`src/e1nb_pkg.sv`:
```
package e1nb_pkg;

  // register offsets
  localparam logic [7:0] OFF_INTL_ALIGN = 8'h42;
  localparam logic [7:0] OFF_INTL_NONALIGN = 8'h43;
  localparam logic [7:0] OFF_FAR_END_ALARM = 8'h44;
  localparam logic [7:0] OFF_NATIONAL_BIT4 = 8'h45;
  localparam logic [7:0] OFF_NATIONAL_BIT5 = 8'h46;
  localparam logic [7:0] OFF_NATIONAL_BIT6 = 8'h47;
  localparam logic [7:0] OFF_NATIONAL_BIT7 = 8'h48;
  localparam logic [7:0] OFF_NATIONAL_BIT8 = 8'h49;
  localparam logic [7:0] OFF_INSERT_CONTROL = 8'h4a;
  localparam logic [7:0] OFF_STATUS = 8'h4b;

  // reset values
  localparam logic [7:0] RST_FRAMES = 8'h00;
  localparam logic [7:0] RST_CONTROL = 8'h00;
  localparam logic [7:0] RST_READ = 8'h00;

  // bit positions: selector and timeslot-0 byte share bits 0 to 5; selector bits 6 and 7 both pick byte bit 7
  localparam int POS_NB8 = 0;
  localparam int POS_NB7 = 1;
  localparam int POS_NB6 = 2;
  localparam int POS_NB5 = 3;
  localparam int POS_NB4 = 4;
  localparam int POS_ALARM = 5;
  localparam int SEL_INTL_NONALIGN = 6;
  localparam int SEL_INTL_ALIGN = 7;
  localparam int POS_INTL = 7;
  localparam int NUM_NATIONAL = 5;

  // status register layout
  localparam int STAT_SEQ_ERR = 0;
  localparam int STAT_OUT_PENDING = 1;
  localparam int STAT_IN_READY = 2;
  localparam int STAT_LAST_LO = 4;
  localparam int STAT_LAST_HI = 7;

  // multiframe
  localparam int FRAME_W = 4;
  localparam int SLOT_W = 3;
  localparam logic [SLOT_W-1:0] SLOT_TOP = 3'h7;
  localparam logic [FRAME_W-1:0] FRAME_STEP = 4'h1;

  typedef struct packed {
    logic [FRAME_W-1:0] frame;
    logic [7:0] ts0;
  } e1nb_word_t;

endpackage

```
`src/e1nb_word_if.sv`:
```
`timescale 1ns/100ps
interface e1nb_word_if;
  logic valid;
  logic ready;
  e1nb_pkg::e1nb_word_t word;

  modport src
  (
    output valid,
    output word,
    input ready
  );

  modport snk
  (
    input valid,
    input word,
    output ready
  );
endinterface

```
`src/e1nb_buf2.sv`:
```
`timescale 1ns/100ps
module e1nb_buf2
(
  // clock and reset
  input wire logic mclk,
  input wire logic rst,
  // filling side
  e1nb_word_if.snk push,
  // draining side
  e1nb_word_if.src pop
);

  logic head_valid;
  logic tail_valid;
  logic space;
  e1nb_pkg::e1nb_word_t head_word;
  e1nb_pkg::e1nb_word_t tail_word;
  logic next_head_valid;
  logic next_tail_valid;
  e1nb_pkg::e1nb_word_t next_head_word;
  e1nb_pkg::e1nb_word_t next_tail_word;
  logic do_push;
  logic do_pop;

  assign do_push = push.valid && space;
  assign do_pop = head_valid && pop.ready;
  assign push.ready = space;
  assign pop.valid = head_valid;
  assign pop.word = head_word;

  always_comb
  begin
    next_head_valid = head_valid;
    next_tail_valid = tail_valid;
    next_head_word = head_word;
    next_tail_word = tail_word;
    if (do_pop)
    begin
      next_head_valid = tail_valid;
      next_head_word = tail_word;
      next_tail_valid = 1'b0;
    end
    if (do_push)
    begin
      // a word lands in the head when the head is free after any pop
      if (!next_head_valid)
      begin
        next_head_valid = 1'b1;
        next_head_word = push.word;
      end
      else
      begin
        next_tail_valid = 1'b1;
        next_tail_word = push.word;
      end
    end
  end

  always_ff @(posedge mclk)
  begin
    if (rst)
    begin
      head_valid <= 1'b0;
      tail_valid <= 1'b0;
      space <= 1'b1;
    end
    else
    begin
      head_valid <= next_head_valid;
      tail_valid <= next_tail_valid;
      space <= !next_tail_valid;
    end
  end

  always_ff @(posedge mclk)
  begin
    head_word <= next_head_word;
    tail_word <= next_tail_word;
  end

endmodule // e1nb_buf2

```
`src/e1nb_insert.sv`:
```
// Functional notes
// control bit 0 set: national bit 8 taken from its per-frame register
// control bit 1 set: national bit 7 taken from its per-frame register
// control bit 2 set: national bit 6 taken from its per-frame register
// control bit 3 set: national bit 5 taken from its per-frame register
// control bit 4 set: national bit 4 taken from its per-frame register
// control bit 5 set: far-end alarm bit taken from its per-frame register
// control bit 6 set: non-align frame international bit from its register
// control bit 7 set: align frame international bit from its register
// national bit 4 register: bit 0 is frame 15, bit 7 is frame 1
// national bit 5 register: same odd-frame map over the multiframe
// national bits 6, 7, 8 registers: frame 15 bit 0, frame 1 bit 7
// far-end alarm register: bit 0 in frame 15, bit 7 in frame 1
// align international register: bit 7 frame 0, bit 0 frame 14
// international bit from incoming byte or the per-frame registers
// selector clear: bit passes through from the incoming timeslot-0 byte
`timescale 1ns/100ps
module e1nb_insert
(
  // clock and reset
  input wire logic mclk,
  input wire logic rst,
  // register port
  input wire logic [7:0] reg_addr,
  input wire logic [7:0] reg_wdata,
  input wire logic reg_wr,
  input wire logic reg_rd,
  output logic [7:0] reg_rdata,
  // timeslot-0 bytes from the transmit framer, default source content
  input wire logic in_valid,
  output logic in_ready,
  input wire logic [e1nb_pkg::FRAME_W-1:0] in_frame,
  input wire logic [7:0] in_ts0,
  // timeslot-0 bytes with overhead inserted
  output logic out_valid,
  input wire logic out_ready,
  output logic [e1nb_pkg::FRAME_W-1:0] out_frame,
  output logic [7:0] out_ts0
);

  function automatic logic hit(input logic [7:0] addr, input logic [7:0] offset);
    hit = (addr == offset);
  endfunction

  // odd frame f and even frame f both sit at bit 7 - f/2
  function automatic logic [e1nb_pkg::SLOT_W-1:0] slot_of(input logic [e1nb_pkg::FRAME_W-1:0] frame);
    slot_of = e1nb_pkg::SLOT_TOP - frame[e1nb_pkg::FRAME_W-1:1];
  endfunction

  logic [7:0] tx_national_bit4_frames;
  logic [7:0] tx_national_bit5_frames;
  logic [7:0] tx_national_bit6_frames;
  logic [7:0] tx_national_bit7_frames;
  logic [7:0] tx_national_bit8_frames;
  logic [7:0] tx_far_end_alarm_frames;
  logic [7:0] tx_intl_bit_align_frames;
  logic [7:0] tx_intl_bit_nonalign_frames;
  logic [7:0] tx_overhead_insert_control;

  logic seq_err;
  logic have_last;
  logic [e1nb_pkg::FRAME_W-1:0] last_frame;

  logic national_bit4_insert_enable;
  logic national_bit5_insert_enable;
  logic national_bit6_insert_enable;
  logic national_bit7_insert_enable;
  logic national_bit8_insert_enable;
  logic far_end_alarm_insert_enable;
  logic intl_bit_nonalign_insert_enable;
  logic intl_bit_align_insert_enable;

  logic [7:0] national_frames [e1nb_pkg::NUM_NATIONAL];
  logic [e1nb_pkg::NUM_NATIONAL-1:0] national_enable;
  logic [e1nb_pkg::NUM_NATIONAL-1:0] national_bits;
  logic [e1nb_pkg::SLOT_W-1:0] slot;
  logic align_frame;
  logic [7:0] merged_ts0;
  logic accept;
  logic status_clear;
  logic seq_break;
  logic [7:0] status_value;
  logic [7:0] next_rdata;

  e1nb_word_if push_if ();
  e1nb_word_if pop_if ();

  // selector bits
  assign national_bit8_insert_enable = tx_overhead_insert_control[e1nb_pkg::POS_NB8];
  assign national_bit7_insert_enable = tx_overhead_insert_control[e1nb_pkg::POS_NB7];
  assign national_bit6_insert_enable = tx_overhead_insert_control[e1nb_pkg::POS_NB6];
  assign national_bit5_insert_enable = tx_overhead_insert_control[e1nb_pkg::POS_NB5];
  assign national_bit4_insert_enable = tx_overhead_insert_control[e1nb_pkg::POS_NB4];
  assign far_end_alarm_insert_enable = tx_overhead_insert_control[e1nb_pkg::POS_ALARM];
  assign intl_bit_nonalign_insert_enable = tx_overhead_insert_control[e1nb_pkg::SEL_INTL_NONALIGN];
  assign intl_bit_align_insert_enable = tx_overhead_insert_control[e1nb_pkg::SEL_INTL_ALIGN];

  // national registers and selectors gathered by their byte position
  assign national_frames[e1nb_pkg::POS_NB8] = tx_national_bit8_frames;
  assign national_frames[e1nb_pkg::POS_NB7] = tx_national_bit7_frames;
  assign national_frames[e1nb_pkg::POS_NB6] = tx_national_bit6_frames;
  assign national_frames[e1nb_pkg::POS_NB5] = tx_national_bit5_frames;
  assign national_frames[e1nb_pkg::POS_NB4] = tx_national_bit4_frames;
  assign national_enable[e1nb_pkg::POS_NB8] = national_bit8_insert_enable;
  assign national_enable[e1nb_pkg::POS_NB7] = national_bit7_insert_enable;
  assign national_enable[e1nb_pkg::POS_NB6] = national_bit6_insert_enable;
  assign national_enable[e1nb_pkg::POS_NB5] = national_bit5_insert_enable;
  assign national_enable[e1nb_pkg::POS_NB4] = national_bit4_insert_enable;

  assign slot = slot_of(in_frame);
  assign align_frame = !in_frame[0];

  genvar gp;
  generate
    for (gp = 0; gp < e1nb_pkg::NUM_NATIONAL; gp = gp + 1)
    begin : g_national

      assign national_bits[gp] = national_enable[gp] ? national_frames[gp][slot] : in_ts0[gp];
    end
  endgenerate

  // overhead merge; align frames keep their sync pattern and change only the international bit
  always_comb
  begin
    merged_ts0 = in_ts0;
    if (align_frame)
    begin
      if (intl_bit_align_insert_enable)
      begin
        merged_ts0[e1nb_pkg::POS_INTL] = tx_intl_bit_align_frames[slot];
      end
    end
    else
    begin
      merged_ts0[e1nb_pkg::POS_NB4:e1nb_pkg::POS_NB8] = national_bits;
      if (far_end_alarm_insert_enable)
      begin
        merged_ts0[e1nb_pkg::POS_ALARM] = tx_far_end_alarm_frames[slot];
      end
      if (intl_bit_nonalign_insert_enable)
      begin
        merged_ts0[e1nb_pkg::POS_INTL] = tx_intl_bit_nonalign_frames[slot];
      end
    end
  end

  // two-entry buffer keeps words when the receiver stalls
  assign push_if.valid = in_valid;
  assign push_if.word.frame = in_frame;
  assign push_if.word.ts0 = merged_ts0;
  assign pop_if.ready = out_ready;
  assign in_ready = push_if.ready;
  assign out_valid = pop_if.valid;
  assign out_frame = pop_if.word.frame;
  assign out_ts0 = pop_if.word.ts0;
  assign accept = in_valid && push_if.ready;

  e1nb_buf2 u_buf
  (
    .mclk(mclk),
    .rst(rst),
    .push(push_if.snk),
    .pop(pop_if.src)
  );

  // register writes
  always_ff @(posedge mclk)
  begin
    if (rst)
    begin
      tx_national_bit4_frames <= e1nb_pkg::RST_FRAMES;
    end
    else if (reg_wr && hit(reg_addr, e1nb_pkg::OFF_NATIONAL_BIT4))
    begin
      tx_national_bit4_frames <= reg_wdata;
    end
  end

  always_ff @(posedge mclk)
  begin
    if (rst)
    begin
      tx_national_bit5_frames <= e1nb_pkg::RST_FRAMES;
    end
    else if (reg_wr && hit(reg_addr, e1nb_pkg::OFF_NATIONAL_BIT5))
    begin
      tx_national_bit5_frames <= reg_wdata;
    end
  end

  always_ff @(posedge mclk)
  begin
    if (rst)
    begin
      tx_national_bit6_frames <= e1nb_pkg::RST_FRAMES;
    end
    else if (reg_wr && hit(reg_addr, e1nb_pkg::OFF_NATIONAL_BIT6))
    begin
      tx_national_bit6_frames <= reg_wdata;
    end
  end

  always_ff @(posedge mclk)
  begin
    if (rst)
    begin
      tx_national_bit7_frames <= e1nb_pkg::RST_FRAMES;
    end
    else if (reg_wr && hit(reg_addr, e1nb_pkg::OFF_NATIONAL_BIT7))
    begin
      tx_national_bit7_frames <= reg_wdata;
    end
  end

  always_ff @(posedge mclk)
  begin
    if (rst)
    begin
      tx_national_bit8_frames <= e1nb_pkg::RST_FRAMES;
    end
    else if (reg_wr && hit(reg_addr, e1nb_pkg::OFF_NATIONAL_BIT8))
    begin
      tx_national_bit8_frames <= reg_wdata;
    end
  end

  always_ff @(posedge mclk)
  begin
    if (rst)
    begin
      tx_far_end_alarm_frames <= e1nb_pkg::RST_FRAMES;
    end
    else if (reg_wr && hit(reg_addr, e1nb_pkg::OFF_FAR_END_ALARM))
    begin
      tx_far_end_alarm_frames <= reg_wdata;
    end
  end

  always_ff @(posedge mclk)
  begin
    if (rst)
    begin
      tx_intl_bit_align_frames <= e1nb_pkg::RST_FRAMES;
    end
    else if (reg_wr && hit(reg_addr, e1nb_pkg::OFF_INTL_ALIGN))
    begin
      tx_intl_bit_align_frames <= reg_wdata;
    end
  end

  always_ff @(posedge mclk)
  begin
    if (rst)
    begin
      tx_intl_bit_nonalign_frames <= e1nb_pkg::RST_FRAMES;
    end
    else if (reg_wr && hit(reg_addr, e1nb_pkg::OFF_INTL_NONALIGN))
    begin
      tx_intl_bit_nonalign_frames <= reg_wdata;
    end
  end

  always_ff @(posedge mclk)
  begin
    if (rst)
    begin
      tx_overhead_insert_control <= e1nb_pkg::RST_CONTROL;
    end
    else if (reg_wr && hit(reg_addr, e1nb_pkg::OFF_INSERT_CONTROL))
    begin
      tx_overhead_insert_control <= reg_wdata;
    end
  end

  // frame sequence watch: each accepted frame should follow the last by one
  assign seq_break = accept && have_last && (in_frame != last_frame + e1nb_pkg::FRAME_STEP);
  assign status_clear = reg_wr && hit(reg_addr, e1nb_pkg::OFF_STATUS) && reg_wdata[e1nb_pkg::STAT_SEQ_ERR];

  always_ff @(posedge mclk)
  begin
    if (rst)
    begin
      have_last <= 1'b0;
      last_frame <= '0;
    end
    else if (accept)
    begin
      have_last <= 1'b1;
      last_frame <= in_frame;
    end
  end

  // a break in the same cycle as the clear keeps the flag set
  always_ff @(posedge mclk)
  begin
    if (rst)
    begin
      seq_err <= 1'b0;
    end
    else if (seq_break)
    begin
      seq_err <= 1'b1;
    end
    else if (status_clear)
    begin
      seq_err <= 1'b0;
    end
  end

  always_comb
  begin
    status_value = '0;
    status_value[e1nb_pkg::STAT_SEQ_ERR] = seq_err;
    status_value[e1nb_pkg::STAT_OUT_PENDING] = pop_if.valid;
    status_value[e1nb_pkg::STAT_IN_READY] = push_if.ready;
    status_value[e1nb_pkg::STAT_LAST_HI:e1nb_pkg::STAT_LAST_LO] = last_frame;
  end

  // read mux; unmapped offsets read as zero
  always_comb
  begin
    next_rdata = e1nb_pkg::RST_READ;
    if (reg_rd)
    begin
      if (hit(reg_addr, e1nb_pkg::OFF_NATIONAL_BIT4))
      begin
        next_rdata = tx_national_bit4_frames;
      end
      else if (hit(reg_addr, e1nb_pkg::OFF_NATIONAL_BIT5))
      begin
        next_rdata = tx_national_bit5_frames;
      end
      else if (hit(reg_addr, e1nb_pkg::OFF_NATIONAL_BIT6))
      begin
        next_rdata = tx_national_bit6_frames;
      end
      else if (hit(reg_addr, e1nb_pkg::OFF_NATIONAL_BIT7))
      begin
        next_rdata = tx_national_bit7_frames;
      end
      else if (hit(reg_addr, e1nb_pkg::OFF_NATIONAL_BIT8))
      begin
        next_rdata = tx_national_bit8_frames;
      end
      else if (hit(reg_addr, e1nb_pkg::OFF_FAR_END_ALARM))
      begin
        next_rdata = tx_far_end_alarm_frames;
      end
      else if (hit(reg_addr, e1nb_pkg::OFF_INTL_ALIGN))
      begin
        next_rdata = tx_intl_bit_align_frames;
      end
      else if (hit(reg_addr, e1nb_pkg::OFF_INTL_NONALIGN))
      begin
        next_rdata = tx_intl_bit_nonalign_frames;
      end
      else if (hit(reg_addr, e1nb_pkg::OFF_INSERT_CONTROL))
      begin
        next_rdata = tx_overhead_insert_control;
      end
      else if (hit(reg_addr, e1nb_pkg::OFF_STATUS))
      begin
        next_rdata = status_value;
      end
    end
  end

  always_ff @(posedge mclk)
  begin
    if (rst)
    begin
      reg_rdata <= e1nb_pkg::RST_READ;
    end
    else
    begin
      reg_rdata <= next_rdata;
    end
  end

endmodule // e1nb_insert

```
`config.mk`:
```
export PLATFORM = sky130hd
export DESIGN_NAME = e1nb_insert
export DESIGN_NICKNAME = d
export VERILOG_FILES = /design/src/e1nb_pkg.sv /design/src/e1nb_word_if.sv /design/src/e1nb_buf2.sv /design/src/e1nb_insert.sv
export SDC_FILE = /design/constraint.sdc
export NUM_CORES = 1
export LEC_CHECK = 0
export ABC_AREA = 1
export BUFFER_PORTS_ARGS = -buffer_cell sky130_fd_sc_hd__buf_2
export CAP_MARGIN = 10
export CORE_ASPECT_RATIO = 1.1
export CORE_MARGIN = 4
export CORE_UTILIZATION = 45
export DETAILED_ROUTE_END_ITERATION = 8
export GPL_TIMING_DRIVEN = 0
export PLACE_DENSITY = 0.75
export SLEW_MARGIN = 20
export SYNTH_ARGS = -nofsm -noshare
export SYNTH_HDL_FRONTEND = slang
export SYNTH_HIERARCHICAL = 1
export SYNTH_SLANG_ARGS = --single-unit
export TNS_END_PERCENT = 50
```
`constraint.sdc`:
```
create_clock -name mclk -period 1.8 [get_ports mclk]
set_input_delay 0.09 -clock mclk [delete_from_list [all_inputs] [get_ports mclk]]
set_output_delay 0.09 -clock mclk [all_outputs]
set_load 0.03 [all_outputs]
```
==> run summary, run 1 <==
The placed wire-length estimate after detailed placement came out at 13160 um. The final RePlAce weighted congestion is roughly 0.99. The number of buffers on the longest clock path came out at 2. The number of nets still failing antenna checks after routing is 0. The part of the total power dissipated in the clock network came out at 51.7%.

The H-tree generated during clock tree synthesis spans 4 levels. Summed over its instances, the top area cell type makes up a little over a third of the synthesized netlist area. The count of nets after finishing came out at 901. Setup repair after global routing left no endpoint under its margin.

The clock latency of the later-clocked register in the worst-skew pair is 0.43 ns. The sequential element share of the synthesized area came out at 41.61%. The number of buffers created by CTS came out at 17. CTS placed an instance of sky130_fd_sc_hd__clkbuf_16 at the clock tree root. The post-synthesis cell count came out at 788. The sequential fraction of design power is 38.3%. The number of cell rows came out at between 40 and 50.

OpenSTA, run right after detailed placement, puts the worst setup slack at -0.1512 ns. In this run, the number of DRC markers left after iteration 0 of detailed routing was 709. The first global-routing pass estimated 29920 um of wire. The region available for standard cell placement spans 12240 um2. The register bit count reported by yosys came out at 113. The maximum number of pins on one net before global-route repair came out at 17. Fill cells in the final layout number 1180.

The overall routed net length came out at 19160 um. The initial antenna violation count came out at 0. Across all setup checks in the final design, the least slack found is 0.1594 ns. The mean instance size in the synthesized netlist came out at 7.266 um2. The vias per cell came out at 5.729. The power consumption came out at 6.922 mW.

The most common cell in the synthesized netlist is sky130_fd_sc_hd__nand2_1. The worst path required time is 2.17 ns. Counting distinct cell types in the post-synthesis netlist gives 34. The worst setup path is captured at a flip-flop.

The fraction of power spent switching nets came out at 24.94%. After synthesis, the most frequently instantiated cells are sky130_fd_sc_hd__nand2_1 (144), sky130_fd_sc_hd__dfxtp_1 (101), sky130_fd_sc_hd__nand3_1 (89). In the synthesized netlist the dominant register cell turns out to be sky130_fd_sc_hd__dfxtp_1.

The starting density of the core came out at 46.76%. The worst clock skew is 0.006558 ns. For this run, the number of Yosys warnings is 6. The type of the setup path with the least slack is input pin to flip-flop. The share of total power in combinational logic came out at roughly 10%.

The CTS sink count is roughly 110. The type of element launching the critical path is an input pin. The full die area is 14590 um2. The startpoint identified for the worst register-to-register timing path is u_buf/pop.valid. The relative slew slack is 46.82%. The number of primary I/O pins came out at 56.

By area the synthesized netlist is led by sky130_fd_sc_hd__dfxtp_1 (35%), sky130_fd_sc_hd__nand2_1 (9.4%), sky130_fd_sc_hd__nand3_1 (7.8%), sky130_fd_sc_hd__a211oi_1 (6.7%), sky130_fd_sc_hd__edfxtp_1 (6.3%). The fraction of final layout cells with drive strength greater than 1 is 15.47%. The number of antenna diodes in the final layout is 0. Of the available clock period, the critical path in the final layout requires a little over 90%. Across every metal layer, demand over resource in global routing totals 26.79%.

In this run the cell area of the synthesized design comes to 5725 um2. The number of slew-limit violations in the final report came to 0. The post-CTS setup buffer count came out at 0. The number of nets handed over by synthesis was 823. The number of synthesized flops with an enable pin came out at 12. The max capacitance violation total came out at 0. The die is 126.3 um tall. The switching power came out at 1.726 mW. The layout overhead on the synthesized area is 20.50%. Port buffering added 47 buffers. The cell area power density is 1003 nW/um2. The cell internal power dissipation came out at slightly above 5 mW.

The count of placed standard cells in the final layout, fillers left out came out at between 1000 and 1500. Counting I/O delays and the setup requirement, the final critical path takes 1.641 ns. The run finished with clean final reports.

The number of placed instances, taps included is 989. The average routed wire per standard cell came out at 18.54 um. The highest fanout seen on the critical path is 10. The static leakage power came out at roughly 2.7 nW. The setup total negative slack came out at 0 ns.

The via count of the first global-routing pass is 5544. The highest achievable clock rate is 609.5 MHz. The number of search-and-repair iterations in the first detailed-routing pass came out at 6. The total overflow left after global routing is 0.

The final count of hold timing violations was 0. Of all cell types, the one taking the most synthesized area is sky130_fd_sc_hd__dfxtp_1. The width of the chip came out at 115.6 um. The CTS tree is yes. The worst min-delay path startpoint is in_valid.

The residual DRC count is 0. The number of failing setup endpoints in the final timing report came out at 0. After clock tree synthesis, the clock-pin slew on the worst setup and hold paths is 0.05 ns. Across the VDD grid, the largest voltage drop is slightly below 0.8 mV.

The source of the critical timing path is in_frame[2]. The routed layout has 5918 vias. The tightest min-delay check is of the input pin to flip-flop type.

The slew at the pin with the worst max-slew slack came out at 0.7977 ns. Data arrives at the worst endpoint at 2.01 ns. In the synthesized netlist the async set-or-reset flop fraction comes to 0%. The worst hold margin came out at 0.03029 ns.
## routing by layer
metal / part of all wire (%) / up-vias / track usage [%]
met5: 0 / - / 0
met4: 4.0 / 0 / 11.67
met3: 9.4 / 64 / 7.718
met2: 46 / 312 / 41.96
met1: 40 / 2732 / 34.28
li1: - / 2810 / -
## power groups by stage
stage | logic (mW) | clock network, mW | registers, mW
6_report | 0.693 | 3.58 | 2.65
4_1_cts | 0.681 | 3.60 | 2.65
2_1_floorplan | 0.338 | 0 | 2.79
3_3_place_gp | 0.655 | 0 | 2.70
3_5_place_dp | 0.657 | 0 | 2.71
5_1_grt | 0.753 | 3.71 | 2.66
## per-stage QoR
stage                     util [%]  cell area (um2)
final                        56.35             6899
after global routing         56.35             6899
after CTS                    56.32             6895
after detailed placement     50.26             6153
after global placement       50.26             6153
after floorplan                  -             5725
## worst max-delay path: stages
cell                       delay [ns]
sky130_fd_sc_hd__buf_2           0.10
sky130_fd_sc_hd__buf_2           0.29
sky130_fd_sc_hd__clkinv_1        0.37
sky130_fd_sc_hd__buf_2           0.35
sky130_fd_sc_hd__a21oi_1         0.15
sky130_fd_sc_hd__o21ai_0         0.10
sky130_fd_sc_hd__nand3_1         0.15
sky130_fd_sc_hd__nand4_1         0.15
sky130_fd_sc_hd__nand2_1         0.12
sky130_fd_sc_hd__nand3_1         0.07
sky130_fd_sc_hd__nand2_1         0.07
## cell type report
| cell class | count | area, um2 | area share (%) |
|---|---|---|---|
| Tap cell | 154 | 192.7 | 2.793 |
| Clock buffer | 22 | 465.4 | 6.746 |
| Clock inverter | 10 | 156.4 | 2.267 |
| Inverter | 84 | 321.6 | 4.661 |
| Multi-Input combinational cell | 541 | 2759 | 39.99 |
| Timing Repair Buffer | 59 | 355.3 | 5.151 |
| Sequential cell | 113 | 2382 | 34.53 |
| Buffer | 50 | 266.5 | 3.863 |
## placed cells by master (no fill, tap or decap), types with 3 or more instances in the layout
cell type,synthesis,routed
sky130_fd_sc_hd__buf_2,12,59
sky130_fd_sc_hd__inv_1,75,74
sky130_fd_sc_hd__dfxtp_1,101,101
sky130_fd_sc_hd__dlygate4sd3_1,0,12
sky130_fd_sc_hd__nor2_1,77,77
sky130_fd_sc_hd__nand4_1,16,16
sky130_fd_sc_hd__a211oi_1,51,51
sky130_fd_sc_hd__nor2_4,7,7
sky130_fd_sc_hd__nand2_1,144,144
sky130_fd_sc_hd__nor4_1,4,4
sky130_fd_sc_hd__clkbuf_16,0,18
sky130_fd_sc_hd__nand2_2,10,10
sky130_fd_sc_hd__clkinv_2,0,4
sky130_fd_sc_hd__buf_1,7,7
sky130_fd_sc_hd__bufinv_16,0,4
sky130_fd_sc_hd__inv_2,5,5
sky130_fd_sc_hd__a21oi_1,64,64
sky130_fd_sc_hd__nand3_1,89,89
sky130_fd_sc_hd__clkbuf_1,20,24
sky130_fd_sc_hd__buf_6,6,6
sky130_fd_sc_hd__buf_4,5,5
sky130_fd_sc_hd__o21ai_0,49,49
sky130_fd_sc_hd__nor3_1,7,7
sky130_fd_sc_hd__nand2_4,5,5
sky130_fd_sc_hd__clkinv_1,3,3
sky130_fd_sc_hd__a211oi_2,3,3
sky130_fd_sc_hd__edfxtp_1,12,12
## flip-flops by register name, summed over array words and instances, names as in the netlist
register	flops
u_buf/pop.word	12
u_buf/tail_word	12
reg_rdata	8
tx_far_end_alarm_frames	8
tx_intl_bit_align_frames	8
tx_intl_bit_nonalign_frames	8
tx_national_bit4_frames	8
tx_national_bit5_frames	8
tx_national_bit6_frames	8
tx_national_bit7_frames	8
tx_national_bit8_frames	8
tx_overhead_insert_control	8
last_frame	4
have_last	1
seq_err	1
u_buf/pop.valid	1
u_buf/push.ready	1
u_buf/tail_valid	1
## path summary, 6_finish.rpt
kind	slack [ns]	end	cells past startpoint
worst max-delay path	0.16	u_buf/pop.word[5]	11
worst min-delay path	0.03	last_frame[0]	4
worst max register to register	0.17	u_buf/pop.valid	4
worst min register to register	0.48	seq_err	2
## what timing repair did
| item | in CTS | in global routing |
|---|---|---|
| resized for setup | 0 | 1 |
| endpoints found under the hold margin | 17 | 0 |
| hold buffers | 12 | 0 |
| setup endpoints to repair | 0 | 12 |
## cell families (layout without fill, tap and decap cells)
| kind of cell | Yosys count | count (layout) | synth area share (%) |
|---|---|---|---|
| flip-flops | 113 | 113 | 41.61 |
| adder cells (fa/ha/maj) | 1 | 1 | 0.2185 |
| buffers and inverters | 134 | 225 | 10.21 |
| AND/OR/NAND/NOR | 366 | 366 | 29.72 |
| XOR/XNOR | 4 | 4 | 0.6120 |
| AO/OA/AOI/OAI | 170 | 170 | 17.64 |
(Power assumes the default switching activity.)
==> run 2: changes to the inputs <==
--- a/config.mk
+++ b/config.mk
@@ -14,6 +14,7 @@
 export DETAILED_ROUTE_END_ITERATION = 8
 export GPL_TIMING_DRIVEN = 0
 export PLACE_DENSITY = 0.75
+export RECOVER_POWER = 100
 export SLEW_MARGIN = 20
 export SYNTH_ARGS = -nofsm -noshare
 export SYNTH_HDL_FRONTEND = slang
==> constraint.sdc (replaced) <==
create_clock -name mclk -period 2 [get_ports mclk]
set_input_delay 0.1 -clock mclk [delete_from_list [all_inputs] [get_ports mclk]]
set_output_delay 0.1 -clock mclk [all_outputs]
set_load 0.03 [all_outputs]
==> run 2 against run 1 <==
Against the previous run: worst setup slack got worse by 0.051 ns; die area stayed put; critical path type unchanged; sequential cell count stayed put; cell count barely moved; clock skew increased by 0.0013 ns; core utilization fell by 0.47 points; global-route usage about the same; first-iteration DRC count grew 15%; critical path depth decreased by 5; combinational power down 12%; largest power group unchanged.
==> run summary, run 2 (synthesis results as in run 1) <==
The worst path required time is 2.30 ns (+0.13 ns). The relative slew slack is 45.74% (-1.1 points). The global routing met2 resource utilization is 42.27% (+0.31 points). The run finished with clean final reports. The final RePlAce weighted congestion is 0.9936 (unchanged). The minimum period implied by the final worst setup slack came out at 1.892 ns. The setup slack after layout came out at 0.1081 ns (-0.05131 ns). The number of slew-limit violations in the final report came to 0 (unchanged). The first-pass GRT wire length is 29880 um (-0.12%).

The worst clock skew came out at 0.007820 ns (+0.001262 ns). The number of search-and-repair iterations in the first detailed-routing pass came out at 6 (unchanged). In the layout the commonest cells are sky130_fd_sc_hd__nand2_1 (144), sky130_fd_sc_hd__dfxtp_1 (101), sky130_fd_sc_hd__nand3_1 (89).

Setup repair after global routing left no endpoint under its margin. The CTS sink count is 113 (unchanged). The number of nets still failing antenna checks after routing is 0 (unchanged). The width of the chip came out at 115.6 um (unchanged). The final count of hold timing violations came to 0 (unchanged). The highest achievable clock rate came out at 528.6 MHz.

The maximum number of pins on one net before global-route repair is 17 (unchanged). After global routing, the most crowded layer is met2. The placed wire-length estimate after detailed placement is 13160 um (unchanged). The height of the die is 126.3 um (unchanged). The average routed wire per standard cell is 18.59 um (+0.24%). The worst hold margin came to 0.01369 ns (-0.01660 ns). The routing usage on met1 came to 34.04% (-0.24 points).

The max capacitance violation total is 0 (unchanged). The startpoint identified for the worst register-to-register timing path is u_buf/pop.valid. The placement-stage worst setup slack was 0.03883 ns (+0.1900 ns).

TritonCTS built the clock tree. The critical path arrival came out at 2.19 ns (+0.18 ns). The worst path uses 94.59% of the clock period. The path class of the tightest hold or removal check is input pin to flip-flop. The peak supply drop came out at 0.6898 mV (-12%). The residual DRC count came out at 0 (unchanged). The number of buffers on the longest clock path was 2 (unchanged). The type of the setup path with the least slack is input pin to flip-flop. The post-CTS setup buffer count is 0 (unchanged).

The number of cell instances on the worst register-to-register path came out at 3 (-1). The most common cell after layout, fill and taps aside is sky130_fd_sc_hd__nand2_1. The clock latency of the later-clocked register in the worst-skew pair came out at 0.43 ns (about the same). The via count of the first global-routing pass came out at 5550 (+0.11%). The vias per cell came to 5.674 (-0.95%).

The area of the core came to 12240 um2 (unchanged). The initial antenna violation count is 0 (unchanged). The tree is rooted in a sky130_fd_sc_hd__clkbuf_16.

The kind of capture point of the worst setup path is a flip-flop. The filler cell count in the final layout is 1199 (+1.6%). The flop-to-flop setup slack came out at 0.27 ns (+0.10 ns). The number of levels in the clock H-tree is 4 (unchanged). The met3 routing resource usage after global routing came out at 7.670% (-0.048 points). The number of cell rows came out at 42 (unchanged). The overall routed net length came out at 19180 um (+0.14%). The most critical setup path has its endpoint at tx_overhead_insert_control[5]. The starting density of the core is 46.76% (unchanged).

The highest fanout seen on the critical path came out at 10 (unchanged). STA classifies the critical path startpoint as an input pin. The number of primary I/O pins came to 56 (unchanged).

The cell area power density is 909.2 nW/um2 (-9.4%). The global-route usage over all layers came out at 26.80% (about the same). The fraction of final layout cells with drive strength greater than 1 is 12.19% (-3.3 points). The global-route congestion overflow total came out at 0 (unchanged).

The count of input and output buffers is 47 (unchanged). The setup total negative slack came out at 0 ns (unchanged). The register clock-pin slew on the reported worst setup and hold paths came out at 0.06 ns (about the same).

The number of DRC markers in iteration 0 came out at 814 (+15%). The final antenna diode count is 0 (unchanged). The total vias in the final route was 5856 (-1.0%). The count of nets after finishing was 900 (-0.11%). The static leakage power came out at 2.648 nW (-3.2%). The full die area was 14590 um2 (unchanged).

In this run the worst setup path begins at rst. The number of failing setup endpoints in the final timing report came out at 0 (unchanged). The worst register-to-register path ends at u_buf/tail_word[6]. The number of buffers created by CTS came to 17 (unchanged). The layout overhead on the synthesized area is 19.49%.

The slew at the pin with the worst max-slew slack came to 0.8140 ns (+0.01623 ns).
run 2: changes by cell type in the layout (fill, tap and decap cells not counted), sizes merged:
cell / before / now
buf: 77 / 47
clkbuf: 42 / 72
clkinv: 8 / 7
dlygate4sd3: 12 / 11
inv: 80 / 81
run 2: worst min path at each step:
stage	end	depth (start not counted)	from	slack, ns
2_1_floorplan	u_buf/pop.valid	1	rst	0.17
3_3_place_gp	u_buf/tail_word[6]	1	in_ts0[6]	0.30
3_5_place_dp	u_buf/tail_word[6]	1	in_ts0[6]	0.30
4_1_cts	u_buf/tail_word[4]	3	in_ts0[4]	0.0002
5_1_grt	u_buf/tail_word[4]	3	in_ts0[4]	0.02
6_report	u_buf/tail_word[4]	3	in_ts0[4]	0.01
run 2: area by class of cell:
class / instances / area [um2] / share of cell area, %
repair buffers: 58 / 311.5 / 4.554
inverters: 84 / 321.6 / 4.700
flip-flops and latches: 113 / 2382 / 34.82
clock inverters: 10 / 156.4 / 2.286
well taps: 154 / 192.7 / 2.816
clock buffers: 22 / 465.4 / 6.803
plain buffers: 50 / 267.8 / 3.914
multi-input cells: 541 / 2744 / 40.11
run 2: layer usage:
metal  up-vias  part of all wire [%]
li1       2801                     -
met1      2664                    40
met2       335                    47
met3        54                   9.9
met4         2                   3.2
met5         -                  0.17
run 2: power breakdown:
| part | leakage (nW) | switching [mW] | internal [mW] |
|---|---|---|---|
| Combinational | 1.42 | 0.445 | 0.163 |
| Clock | 0.303 | 1.08 | 2.15 |
| Sequential | 0.929 | 0.0374 | 2.35 |
run 2: per-stage QoR:
stage	util (%)	cell area [um2]	power, mW	std cells
floorplan	-	5725	2.812	788
CTS	56.23	6885	6.236	1032
finish	55.88	6842	6.221	1032
global route	55.88	6842	6.394	1032
detailed placement	50.26	6153	3.026	989
global placement	50.26	6153	3.022	989
run 2: timing repair:
action / 4_1_cts / 5_1_grt
resized for setup: 0 / 5
setup endpoints to repair: 0 / 21
hold endpoints to repair: 16 / 0
hold buffers: 11 / 0
run 2: critical path: stages:
cell and delay, ns:
sky130_fd_sc_hd__dlygate4sd3_1 0.53, sky130_fd_sc_hd__clkbuf_1 0.16, sky130_fd_sc_hd__clkbuf_1 0.48, sky130_fd_sc_hd__clkbuf_1 0.46
sky130_fd_sc_hd__clkbuf_2 0.37, sky130_fd_sc_hd__a21oi_1 0.08
